<file path="src/pcm_resync_map.vh">
// constants for the receive PCM resynchronizer
`ifndef PCM_RESYNC_MAP_VH
`define PCM_RESYNC_MAP_VH
`define BYTE_BITS 8
`define SWITCH_STAGES 2
`define COUNTER_RESET 8'h00
`endif

</file>
<file path="src/edge_sync.v">
// two-flop synchronizer with edge detect for an outside-domain input
`timescale 1ns/10ps
module edge_sync
(
	input wire sys_clk,
	input wire rstn,
	input wire din,
	output reg level_r,
	output wire rise,
	output wire fall
);
	reg meta_r;
	reg last_r;

	always @(posedge sys_clk)
	begin
		if (!rstn)
		begin
			meta_r <= 1'b0;
			level_r <= 1'b0;
			last_r <= 1'b0;
		end
		else
		begin
			meta_r <= din;
			level_r <= meta_r;
			last_r <= level_r;
		end
	end

	assign rise = level_r & ~last_r;
	assign fall = ~level_r & last_r;
endmodule

</file>
<file path="src/pcm_receive_resync.v">
// per-sample receive PCM resynchronizer onto the transmit bit clock
`timescale 1ns/10ps
`include "pcm_resync_map.vh"
module pcm_receive_resync
#(
	parameter BITS = `BYTE_BITS
)
(
	input wire sys_clk,
	input wire rstn,
	input wire system_rx_bit_clock,
	input wire system_rx_frame_sync,
	input wire system_rx_data,
	input wire system_tx_bit_clock,
	output reg codec_bit_clock_r,
	output reg regenerated_rx_frame_sync_r,
	output reg codec_rx_data_r
);
	wire rxc_lvl;
	wire rxc_rise;
	wire rxc_fall;
	wire fs_rise;
	wire txc_lvl;
	wire txc_rise;
	wire txc_fall;
	reg rxd_meta_r;
	reg rxd_r;
	reg start_flag_r;
	reg switch_stage_a_r;
	reg switch_stage_b_r;
	reg half_cycle_delay_flop_r;
	reg [BITS-1:0] data_buffer_shifter_r;
	reg [BITS-1:0] bit_counter_shifter_r;
	wire counter_terminal_output;
	wire rx_gated;
	wire tx_gated;
	reg [BITS-1:0] bit_counter_shifter_nxt;
	reg [BITS-1:0] data_buffer_shifter_nxt;

	// fill bit enters at the lsb, so the msb leaves first
	function [BITS-1:0] shift_in;
		input [BITS-1:0] v;
		input b;
		begin
			shift_in = {v[BITS-2:0], b};
		end
	endfunction

	edge_sync u_rxc
	(
		.sys_clk(sys_clk),
		.rstn(rstn),
		.din(system_rx_bit_clock),
		.level_r(rxc_lvl),
		.rise(rxc_rise),
		.fall(rxc_fall)
	);

	edge_sync u_fs
	(
		.sys_clk(sys_clk),
		.rstn(rstn),
		.din(system_rx_frame_sync),
		.level_r(),
		.rise(fs_rise),
		.fall()
	);

	edge_sync u_txc
	(
		.sys_clk(sys_clk),
		.rstn(rstn),
		.din(system_tx_bit_clock),
		.level_r(txc_lvl),
		.rise(txc_rise),
		.fall(txc_fall)
	);

	// data delayed like the receive clock so sampling stays mid bit
	always @(posedge sys_clk)
	begin
		if (!rstn)
		begin
			rxd_meta_r <= 1'b0;
			rxd_r <= 1'b0;
		end
		else
		begin
			rxd_meta_r <= system_rx_data;
			rxd_r <= rxd_meta_r;
		end
	end

	assign counter_terminal_output = bit_counter_shifter_r[BITS-1];
	// gating on edge strobes cannot glitch
	assign rx_gated = start_flag_r & rxc_fall;
	assign tx_gated = switch_stage_b_r & txc_rise;

	// terminal clears flag
	// a short frame stalls here until more receive clocks arrive
	// sync rises while busy are dropped, one byte per frame
	always @(posedge sys_clk)
	begin
		if (!rstn)
			start_flag_r <= 1'b0;
		else if (counter_terminal_output)
			start_flag_r <= 1'b0;
		else if (fs_rise)
			start_flag_r <= 1'b1;
	end

	// buffer fills on receive, drains on transmit
	// strobes are exclusive: stage b only opens once the start flag is gone
	always @*
	begin
		bit_counter_shifter_nxt = bit_counter_shifter_r;
		data_buffer_shifter_nxt = data_buffer_shifter_r;
		if (rx_gated)
		begin
			bit_counter_shifter_nxt = shift_in(bit_counter_shifter_r, 1'b1);
			data_buffer_shifter_nxt = shift_in(data_buffer_shifter_r, rxd_r);
		end
		else if (tx_gated)
		begin
			bit_counter_shifter_nxt = shift_in(bit_counter_shifter_r, 1'b0);
			data_buffer_shifter_nxt = shift_in(data_buffer_shifter_r, 1'b0);
		end
	end

	always @(posedge sys_clk)
	begin
		if (!rstn)
			bit_counter_shifter_r <= `COUNTER_RESET;
		else
			bit_counter_shifter_r <= bit_counter_shifter_nxt;
	end

	// buffer content is don't-care at reset, cleared only for clean traces
	always @(posedge sys_clk)
	begin
		if (!rstn)
			data_buffer_shifter_r <= {BITS{1'b0}};
		else
			data_buffer_shifter_r <= data_buffer_shifter_nxt;
	end

	// drift shows as a whole-bit slip here
	always @(posedge sys_clk)
	begin
		if (!rstn || !counter_terminal_output)
		begin
			switch_stage_a_r <= 1'b0;
			switch_stage_b_r <= 1'b0;
		end
		else if (txc_rise)
		begin
			switch_stage_a_r <= 1'b1;
			switch_stage_b_r <= switch_stage_a_r;
		end
	end

	// msb into delay flop on first gated rise
	always @(posedge sys_clk)
	begin
		if (!rstn)
			half_cycle_delay_flop_r <= 1'b0;
		else if (tx_gated)
			half_cycle_delay_flop_r <= data_buffer_shifter_r[BITS-1];
	end

	// all codec outputs retimed to transmit clock
	// clock, sync and data leave one register rank so they cannot skew
	// frame sync is second stage
	// delayed: sync rises one transmit bit ahead of the msb
	always @(posedge sys_clk)
	begin
		if (!rstn)
		begin
			codec_bit_clock_r <= 1'b0;
			regenerated_rx_frame_sync_r <= 1'b0;
			codec_rx_data_r <= 1'b0;
		end
		else
		begin
			// codec bit clock follows transmit clock
			codec_bit_clock_r <= txc_lvl;
			regenerated_rx_frame_sync_r <= switch_stage_b_r;
			codec_rx_data_r <= half_cycle_delay_flop_r;
		end
	end
endmodule

</file>
<file path="config.mk">
export PLATFORM = sky130hd
export DESIGN_NAME = pcm_receive_resync
export DESIGN_NICKNAME = d
export VERILOG_FILES = /design/src/edge_sync.v /design/src/pcm_receive_resync.v
export VERILOG_INCLUDE_DIRS = /design/src
export SDC_FILE = /design/constraint.sdc
export NUM_CORES = 1
export LEC_CHECK = 0
export BUFFER_PORTS_ARGS = -buffer_cell sky130_fd_sc_hd__buf_2
export CAP_MARGIN = 20
export CORE_ASPECT_RATIO = 0.7
export CORE_MARGIN = 4
export CORE_UTILIZATION = 25
export CTS_CLUSTER_DIAMETER = 80
export DETAILED_ROUTE_END_ITERATION = 12
export PLACE_DENSITY_LB_ADDON = 0.2
export SYNTH_ARGS = -nofsm -noshare
export SYNTH_HDL_FRONTEND = slang
export SYNTH_SLANG_ARGS = --single-unit
</file>
<file path="constraint.sdc">
create_clock -name sys_clk -period 1.9 [get_ports sys_clk]
set_clock_uncertainty 0.15 [all_clocks]
set_input_delay 0.285 -clock sys_clk [delete_from_list [all_inputs] [get_ports sys_clk]]
set_output_delay 0.285 -clock sys_clk [all_outputs]
set_load 0.01 [all_outputs]
</file>
* Word-level counts from Yosys, hierarchy flattened
Index checks and enable logic that the tools add are counted.
** Cells by class
- $add $sub $neg :: 0
- Multipliers :: 0
- Divide/modulo/power cells :: 0
- Magnitude comparators :: 0
- Equality and inequality tests :: 0
- Shifts and indexed selects :: 0
- Mux-type cells :: 4
- Bitwise operators :: 9
- Reductions and logical operators :: 5
** Operators with widths (count)
- $mux W8 :: 4
- $and A1 B1 Y1 :: 5
- $not A1 Y1 :: 4
- $logic_not A1 Y1 :: 2
- $reduce_bool A2 Y1 :: 1
- $reduce_or A2 Y1 :: 1
- $logic_or A1 B1 Y1 :: 1
** Storage, ports and cells
- Flip-flop bits (word level) :: 33
- Bits in latches :: 0
- Bits in writable memories :: 0
- ROM bits :: 0
- Input bits :: 6
- Output and inout port bits :: 3
- Memories :: 0

* Depth between registers and ports, before layout
Gate-level depths: netlist of run 1.
- Word-level depth :: 5
- Depth in mapped cells :: 4

* Modules after synthesis
A second synthesis of run 1 with hierarchy kept.
** Unflattened totals
- Cell total of the unflattened synthesis :: 103
- Area, all modules :: 1178.6 µm²
** By module, submodules not included
- pcm_receive_resync :: instances 1, cells an instance 79, area an instance 904.6 µm², sequential area each 500.5 µm²
- edge_sync :: instances 3, cells an instance 8, area an instance 91.3 µm², sequential area each 60.1 µm²

* Worst setup path before layout of run 1
No wires, ideal clock.
- Path kind :: reg2reg
- Start :: reg u_txc.last_r
- End :: reg bit_counter_shifter_r[7]
- Library setup time :: 0.119 ns
- Arrival time :: 0.873 ns
- Slack :: 0.758 ns
- Cell stages (with the launch flop) :: 5
- Path buffers :: 1
- Cell sequence :: dfxtp_1 nand3b_4 nand2_8 buf_12 mux2i_1
** Between the ends
- Longest elaborated chain between the ends :: 4
** RTL lines
- start: declaration :: RTL line edge_sync.v:13 : reg last_r;
- start signal: assignment :: RTL line edge_sync.v:27 : last_r <= level_r;
- $not A1 Y1 :: RTL line edge_sync.v:31 : assign rise = level_r & ~last_r;
- $and A1 B1 Y1 :: RTL line edge_sync.v:31
- $and A1 B1 Y1 :: RTL line pcm_receive_resync.v:97 : assign tx_gated = switch_stage_b_r & txc_rise;
- $reduce_bool A2 Y1 (no line)
- end signal: assignment :: RTL line pcm_receive_resync.v:133 : bit_counter_shifter_r <= `COUNTER_RESET;
- end signal: assignment :: RTL line pcm_receive_resync.v:135 : bit_counter_shifter_r <= bit_counter_shifter_nxt;
- end: declaration :: RTL line pcm_receive_resync.v:33 : reg [BITS-1:0] bit_counter_shifter_r;
No other way between the ends.
A chain may end at the register's enable or synchronous reset.

==> results of run 1 <==
==> cell usage in the layout, fill, tap and decap left out, drive strengths merged, types with 2 or more instances in the layout <==
cell,count
buf,8
and2,13
clkbuf,7
a21boi,2
nor2,3
nand3b,2
dfxtp,33
mux2i,15
nand2,20
==> sequential cells by signal, indices dropped and copies added, names as in the netlist <==
| signal | cells |
|---|---|
| start_flag_r | 1 |
| u_fs.level_r | 1 |
| codec_rx_data_r | 1 |
| switch_stage_a_r | 1 |
| u_rxc.last_r | 1 |
| rxd_meta_r | 1 |
| switch_stage_b_r | 1 |
| u_txc.last_r | 1 |
| u_rxc.meta_r | 1 |
| u_txc.level_r | 1 |
| regenerated_rx_frame_sync_r | 1 |
| data_buffer_shifter_r | 8 |
| u_txc.meta_r | 1 |
| u_rxc.level_r | 1 |
| u_fs.last_r | 1 |
| half_cycle_delay_flop_r | 1 |
| bit_counter_shifter_r | 8 |
| u_fs.meta_r | 1 |
| rxd_r | 1 |
==> worst paths after layout <==
| path | start | depth (start not counted) | to |
|---|---|---|---|
| setup / recovery | u_txc.last_r | 1 | codec_bit_clock_r |
| hold / removal | system_rx_data | 2 | rxd_meta_r |
| setup reg to reg | switch_stage_b_r | 3 | bit_counter_shifter_r[6] |
| hold reg to reg | u_txc.meta_r | 1 | u_txc.level_r |
==> cell families after synthesis <==
| group | Yosys count | share of synthesized area |
|---|---|---|
| flops | 33 | 0.591 |
| compound gates | 4 | 0.0235 |
| mux | 15 | 0.134 |
| simple gates | 41 | 0.218 |
| buf+inv | 5 | 0.0336 |
==> layer usage <==
layer | part of all wire | vias up | wire length [um] | GRT usage
li1 | - | 339 | - | -
met1 | 0.51 | 292 | 791 | 0.0769
met2 | 0.40 | 10 | 626 | 0.0921
met3 | 0.061 | 5 | 94 | 0.0464
met4 | 0.024 | 0 | 38 | 0.0402
met5 | 0 | - | 0 | 0
==> area by class of cell <==
cell class | instances | area share
Tap cell | 55 | 0.0538
Inverter | 1 | 0.00293
Clock buffer | 7 | 0.0674
Multi-Input combinational cell | 60 | 0.328
Timing Repair Buffer | 8 | 0.0313
Sequential cell | 33 | 0.516
==> power by group through the flow <==
stage | registers, mW | logic [mW] | clock network (mW)
finish | 0.707 | 0.0279 | 0.512
global route | 0.708 | 0.0330 | 0.563
CTS | 0.707 | 0.0290 | 0.534
detailed placement | 0.723 | 0.0288 | 0
global placement | 0.723 | 0.0282 | 0
floorplan | 0.722 | 0.0205 | 0
==> through the flow <==
| step | std cells | setup WS [ps] | instance area (um^2) | hold slack (ps) |
|---|---|---|---|---|
| after global routing | 164 | 661 | 1280 | 68.4 |
| after global placement | 157 | 658 | 1190 | 264 |
| after detailed placement | 157 | 632 | 1190 | 268 |
| after CTS | 164 | 699 | 1280 | 55.7 |
| final | 164 | 712 | 1280 | 62.1 |
| after floorplan | 98 | 758 | 1120 | 248 |
==> flow_summary.ini, run 1 <==
[yosys]
syn_nets = 104
synth.area.top_cells = dfxtp_1 (59%), mux2i_1 (13%), and2_1 (7.3%)
yosysMostFrequentCell = dfxtp_1
yosysTopAreaCell = dfxtp_1
ys_seq_area_frac = 0.591
syn_inst = 98
ys_async_sr_fraction = 0
synth_area_per_cell_um2 = 11.4
synth_edf_count = 0
ys_types = 17
syn_area_um2 = 1120
synth_top_area_frac = 0.591
yosys_warnings = 0
yosys-top-cells-count = dfxtp_1 (33), nand2_1 (19), mux2i_1 (15)
synth-seq-cells = 33
synth_flop_cell = dfxtp_1

[routing]
drcViolationCount = 0
via_per_inst = 3.94
wl_per_cell_um = 9.46
drtIter0Drc = 17
detail-route-antenna-nets = 0
vias = 646
drt-total-wl_mm = 1.55
first_pass_iters = 2

[cts]
clk_pin_slew_worst_paths_ps = 60
cts_tree = yes
worstSkewPairLatency_ps = 280
clock_path_buffers = 2
ctsResizeCount = 0
cts.hold.buffers_added = 0
post_cts_buffers = 0
numClockSinks = 33
cts_max_level = 2
root_buffer = clkbuf_8
cts-buffers-inserted = 5

[pwr]
p_leak_nw = 0.520
p_switching_mw = 0.245
pwr-share-comb = 0.022
ir_drop_uv = 367
powerDensity_nw_per_um2 = 975
seqPwrFrac = 0.567
clock_power_share = 0.411
p_int_mw = 1.00
swShare = 0.196
total_power_mw = 1.25

[global_route]
grt_pass1_vias = 621
grt_pass1_wl_mm = 2.79
grt_antenna_before_repair = 0
grtUsageTotal = 0.0677
gr-total-overflow = 0
grt_max_degree = 34

[cells_and_area]
nNetsFinal = 115
post_route_cells_drive_above_1_share = 0.156
n_fill_cell = 456
multi_input_area_um2 = 420
diodes = 0
area_delta_synth_final_pct = 14.4
regArea_um2 = 661
fin_util = 0.296

[sta]
slew_violations = 0
finalSetupViolations = 0
relSlewSlack = 0.670
hold_viol = 0
tightest_slew_ps = 495
period_minus_slack_ps = 1190
setup-tns-final_ps = 0
max_freq_mhz = 842
post-route-period-util = 0.625
rsz0062_at_grt = false

[critical_path]
cp_slowest_stage_delay_ps = 340
cp.required_ps = 1460
cp_max_fo = 3
cp_slowest_cell = dfxtp_1
end_kind = primary output
crit_buf_inv = 1
cp_top_family = flip-flops
worstSetupPathType = reg -> out
crit_chain = buf_2
crit_path_start_kind = register
rrSetupSlack_ps = 760
cp_data_arrival_time_ps = 750

[placement]
place.gp.congestion = 0.646
io_buffers = 8

[job]
cap_viol_max_count = 0

[outcome]
status = complete, no violations

[floorplanning]
rows = 20
fp.dieH_um = 64.0
die-area_um2 = 5630
core_um2 = 4330
initial_utilization = 0.258
die_width_um = 88.0
ios = 9

[hold_path]
hold_class = in -> reg
No activity file was read; power rests on OpenSTA's default activity.
==> run 2: changes to the inputs <==
==> constraint.sdc (replaced) <==
create_clock -name sys_clk -period 1.2 [get_ports sys_clk]
set_clock_uncertainty 0.15 [all_clocks]
set_input_delay 0.18 -clock sys_clk [delete_from_list [all_inputs] [get_ports sys_clk]]
set_output_delay 0.18 -clock sys_clk [all_outputs]
set_load 0.01 [all_outputs]
==> flow_summary.ini, run 2 (same netlist as run 1, synthesis figures left out) <==
[routing]
detail-route-antenna-nets = 0
vias = 657
drcViolationCount = 0
drtIter0Drc = 11
wl_per_cell_um = 9.37
first_pass_iters = 4
via_per_inst = 3.89
drt-total-wl_mm = 1.58

[outcome]
status = complete, no violations

[critical_path]
cp.required_ps = 1260
crit_path_start_kind = register
cp_max_fo = 15
end_kind = register
cp_data_arrival_time_ps = 1170
worstSetupPathType = reg -> reg

[global_route]
grt_antenna_before_repair = 0
grt_max_degree = 34
grt_pass1_wl_mm = 2.84
grt_pass1_vias = 621
gr-total-overflow = 0
grtUsageTotal = 0.0718

[placement]
pre_cts_slack_ps = 81.0
hpwlAfterDp_mm = 1.01
dp.cells = 158
place.gp.congestion = 0.617
io_buffers = 8
placed_area_um2 = 1210

[cts]
worstSkewPairLatency_ps = 280
numClockSinks = 33
post_cts_buffers = 0
root_buffer = clkbuf_8
clock_path_buffers = 2
clk_pin_slew_worst_paths_ps = 60
cts-buffers-inserted = 5
cts_tree = yes
cts_max_level = 2

[floorplanning]
rows = 20
die_width_um = 88.0
core_um2 = 4330
fp.dieH_um = 64.0
ios = 9
initial_utilization = 0.258
die-area_um2 = 5630

[sta]
hold_slack_ps = 186
finalSetupViolations = 0
relSlewSlack = 0.916
hold_viol = 0
slew_violations = 0
period_minus_slack_ps = 1110
postLayoutSetupSlackWorst_ps = 86.9
post-route-period-util = 0.928
setup-tns-final_ps = 0
max_freq_mhz = 898
rsz0062_at_grt = false
tightest_slew_ps = 123

[cells_and_area]
area_delta_synth_final_pct = 19.9
final_cells = 169
n_fill_cell = 451
final_cell_mix = dfxtp_1 (32), nand2_1 (19), mux2i_1 (15), and2_1 (13), buf_2 (8)
reg_top3 = bit_counter_shifter_r: 8 flops, data_buffer_shifter_r: 8 flops
fin_area_um2 = 1340
fin_util = 0.310
layout_commonest_cell = dfxtp_1
nNetsFinal = 120
post_route_cells_drive_above_1_share = 0.167
diodes = 0

[pwr]
ir_drop_uv = 523
powerDensity_nw_per_um2 = 1490
total_power_mw = 1.99
p_leak_nw = 0.547

[job]
cap_viol_max_count = 0

[hold_path]
hold_class = in -> reg
[run 2: worst paths after layout]
| kind | startpoint | end | slack (ps) | depth (start not counted) |
|---|---|---|---|---|
| worst min-delay path | rstn | codec_rx_data_r | 190 | 3 |
| worst max register to register | start_flag_r | bit_counter_shifter_r[5] | 90 | 3 |
| worst max-delay path | start_flag_r | bit_counter_shifter_r[5] | 90 | 3 |
| worst min register to register | bit_counter_shifter_r[7] | start_flag_r | 280 | 1 |
[run 2: power by group]
| group | internal (mW) | switching [mW] | leakage [nW] |
|---|---|---|---|
| Combinational | 0.0362 | 0.0261 | 0.234 |
| Clock | 0.454 | 0.355 | 0.0443 |
| Sequential | 1.11 | 0.00720 | 0.268 |
| Total | 1.60 | 0.389 | 0.547 |
[run 2: routing by layer]
| metal | share of wire | routed length (um) | GRT usage |
|---|---|---|---|
| met1 | 0.52 | 819 | 0.0816 |
| met3 | 0.064 | 101 | 0.0580 |
| met5 | 0 | 0 | 0 |
| met2 | 0.40 | 631 | 0.0865 |
| met4 | 0.020 | 31 | 0.0517 |
[run 2: worst max-delay path, stage by stage (launching register included)]
cell and delay, ps:
dfxtp_1 380, nand3b_4 130, nand2_8 180, mux2i_1 200
[run 2: repair_timing]
item                                    4_1_cts  5_1_grt
endpoints found under the hold margin         4        0
endpoints found under the setup margin        0        1
gates resized for setup                       0        1
hold buffers                                  4        0
[run 2: final cells by class]
| type | instances | area, um^2 | area share |
|---|---|---|---|
| flip-flops and latches | 33 | 662 | 0.493 |
| multi-input cells | 60 | 420 | 0.313 |
| repair buffers | 13 | 100 | 0.0746 |
| clock buffers | 7 | 86.3 | 0.0644 |
| well taps | 55 | 68.8 | 0.0513 |
| inverters | 1 | 3.75 | 0.00280 |
==> run 3: changes to the inputs <==
--- a/config.mk
+++ b/config.mk
@@ -9,7 +9,6 @@
 export BUFFER_PORTS_ARGS = -buffer_cell sky130_fd_sc_hd__buf_2
 export CAP_MARGIN = 20
 export CORE_ASPECT_RATIO = 0.7
-export CORE_MARGIN = 4
 export CORE_UTILIZATION = 25
 export CTS_CLUSTER_DIAMETER = 80
 export DETAILED_ROUTE_END_ITERATION = 12
==> flow_summary.ini, run 3 (same netlist as run 1, synthesis figures left out) <==
[cts]
root_buffer = clkbuf_8
cts-buffers-inserted = 5
cts_tree = yes
numClockSinks = 33
cts_max_level = 2
clock_path_buffers = 2
worstSkewPairLatency_ps = 280
clk_pin_slew_worst_paths_ps = 60

[pwr]
p_leak_nw = 0.557
powerDensity_nw_per_um2 = 1430
ir_drop_uv = 607

[hold_path]
hold_class = in -> reg
hold_depth = 3

[routing]
drcViolationCount = 0
drtIter0Drc = 23
vias = 690
detail-route-antenna-nets = 0
via_per_inst = 4.13
wl_per_cell_um = 10.6
drt-total-wl_mm = 1.78
first_pass_iters = 4

[cells_and_area]
area_delta_synth_final_pct = 20.7
n_fill_cell = 429
reg_top3 = bit_counter_shifter_r: 8 flops, data_buffer_shifter_r: 8 flops
multi_input_area_um2 = 435
nNetsFinal = 122
diodes = 0
final_cell_mix = dfxtp_1 (30), nand2_1 (19), mux2i_1 (14), and2_1 (13), buf_2 (8)
fin_util = 0.330
regArea_um2 = 664
layout_commonest_cell = dfxtp_1
post_route_cells_drive_above_1_share = 0.209

[floorplanning]
rows = 19
fp.dieH_um = 58.0
ios = 9
core_um2 = 4090
die_width_um = 82.0
die-area_um2 = 4750
initial_utilization = 0.274

[critical_path]
worstSetupPathType = reg -> reg
cp_data_arrival_time_ps = 1180
rr_worst_depth = 3
end_kind = register
rrSetupSlack_ps = 70
cp.required_ps = 1250
crit_path_start_kind = register
cp_max_fo = 8

[placement]
place.gp.congestion = 0.659
pre_cts_slack_ps = 43.5
hpwlAfterDp_mm = 1.06
io_buffers = 8

[global_route]
grtUsageTotal = 0.0930
grt_max_degree = 34
grt_pass1_wl_mm = 3.10
grt_antenna_before_repair = 0
grt_pass1_vias = 668
gr-total-overflow = 0

[sta]
period_minus_slack_ps = 1130
max_freq_mhz = 884
tightest_slew_ps = 148
post-route-period-util = 0.943
relSlewSlack = 0.898
rsz0062_at_grt = true
hold_viol = 0
setup-tns-final_ps = 0
hold_slack_ps = 193
slew_violations = 0
postLayoutSetupSlackWorst_ps = 68.7
finalSetupViolations = 0

[job]
cap_viol_max_count = 0

[outcome]
status = complete, no violations
run 3: cell types whose count changed in the layout (fill, tap and decap cells not counted), sizes merged:
cell    delta
clkinv     +1
clkbuf     -2
nand2      +1
buf        +1
run 3: through the flow:
step | instances | instance area [um^2] | total power, mW
final | 167 | 1350 | 1.93
after global routing | 167 | 1350 | 2.02
after CTS | 165 | 1320 | 1.96
after detailed placement | 155 | 1210 | 1.20
after global placement | 155 | 1210 | 1.20
after floorplan | 98 | 1120 | 1.18
run 3: metal layers:
layer,global-route usage,wire length [um],vias to the layer above
met5,0,0,-
met4,0.0526,32,0
met3,0.0472,86,5
met2,0.129,732,10
met1,0.116,925,319
li1,-,-,356
run 3: layout make-up:
| cell class | count | share of cell area |
|---|---|---|
| Sequential cell | 33 | 0.492 |
| Multi-Input combinational cell | 61 | 0.323 |
| Timing Repair Buffer | 14 | 0.0797 |
| Clock buffer | 5 | 0.0510 |
| Tap cell | 52 | 0.0482 |
| Clock inverter | 1 | 0.00371 |
| Inverter | 1 | 0.00278 |
run 3: final timing paths:
check | from | endpoint
worst max-delay path | u_txc.last_r | bit_counter_shifter_r[5]
worst min-delay path | rstn | u_txc.level_r
worst max register to register | u_txc.last_r | bit_counter_shifter_r[5]
worst min register to register | bit_counter_shifter_r[7] | start_flag_r
run 3: repair_timing:
action                                 CTS  global route
endpoints found under the hold margin    4             0
hold buffers                             4             0
setup endpoints to repair                0            14
buffers inserted                         0             1
resized for setup                        0             4
run 3: report_power, final:
part           switching (mW)  leakage, nW  total [mW]  internal, mW
Clock                   0.364       0.0399       0.745         0.381
Sequential            0.00764        0.269        1.12          1.11
Combinational          0.0268        0.248      0.0629        0.0362
run 3: worst max-delay path, cell delays in order (launching register included):
cell and delay (ps):
dfxtp_2 330, nand3b_4 210, nand2_8 150, mux2i_2 210
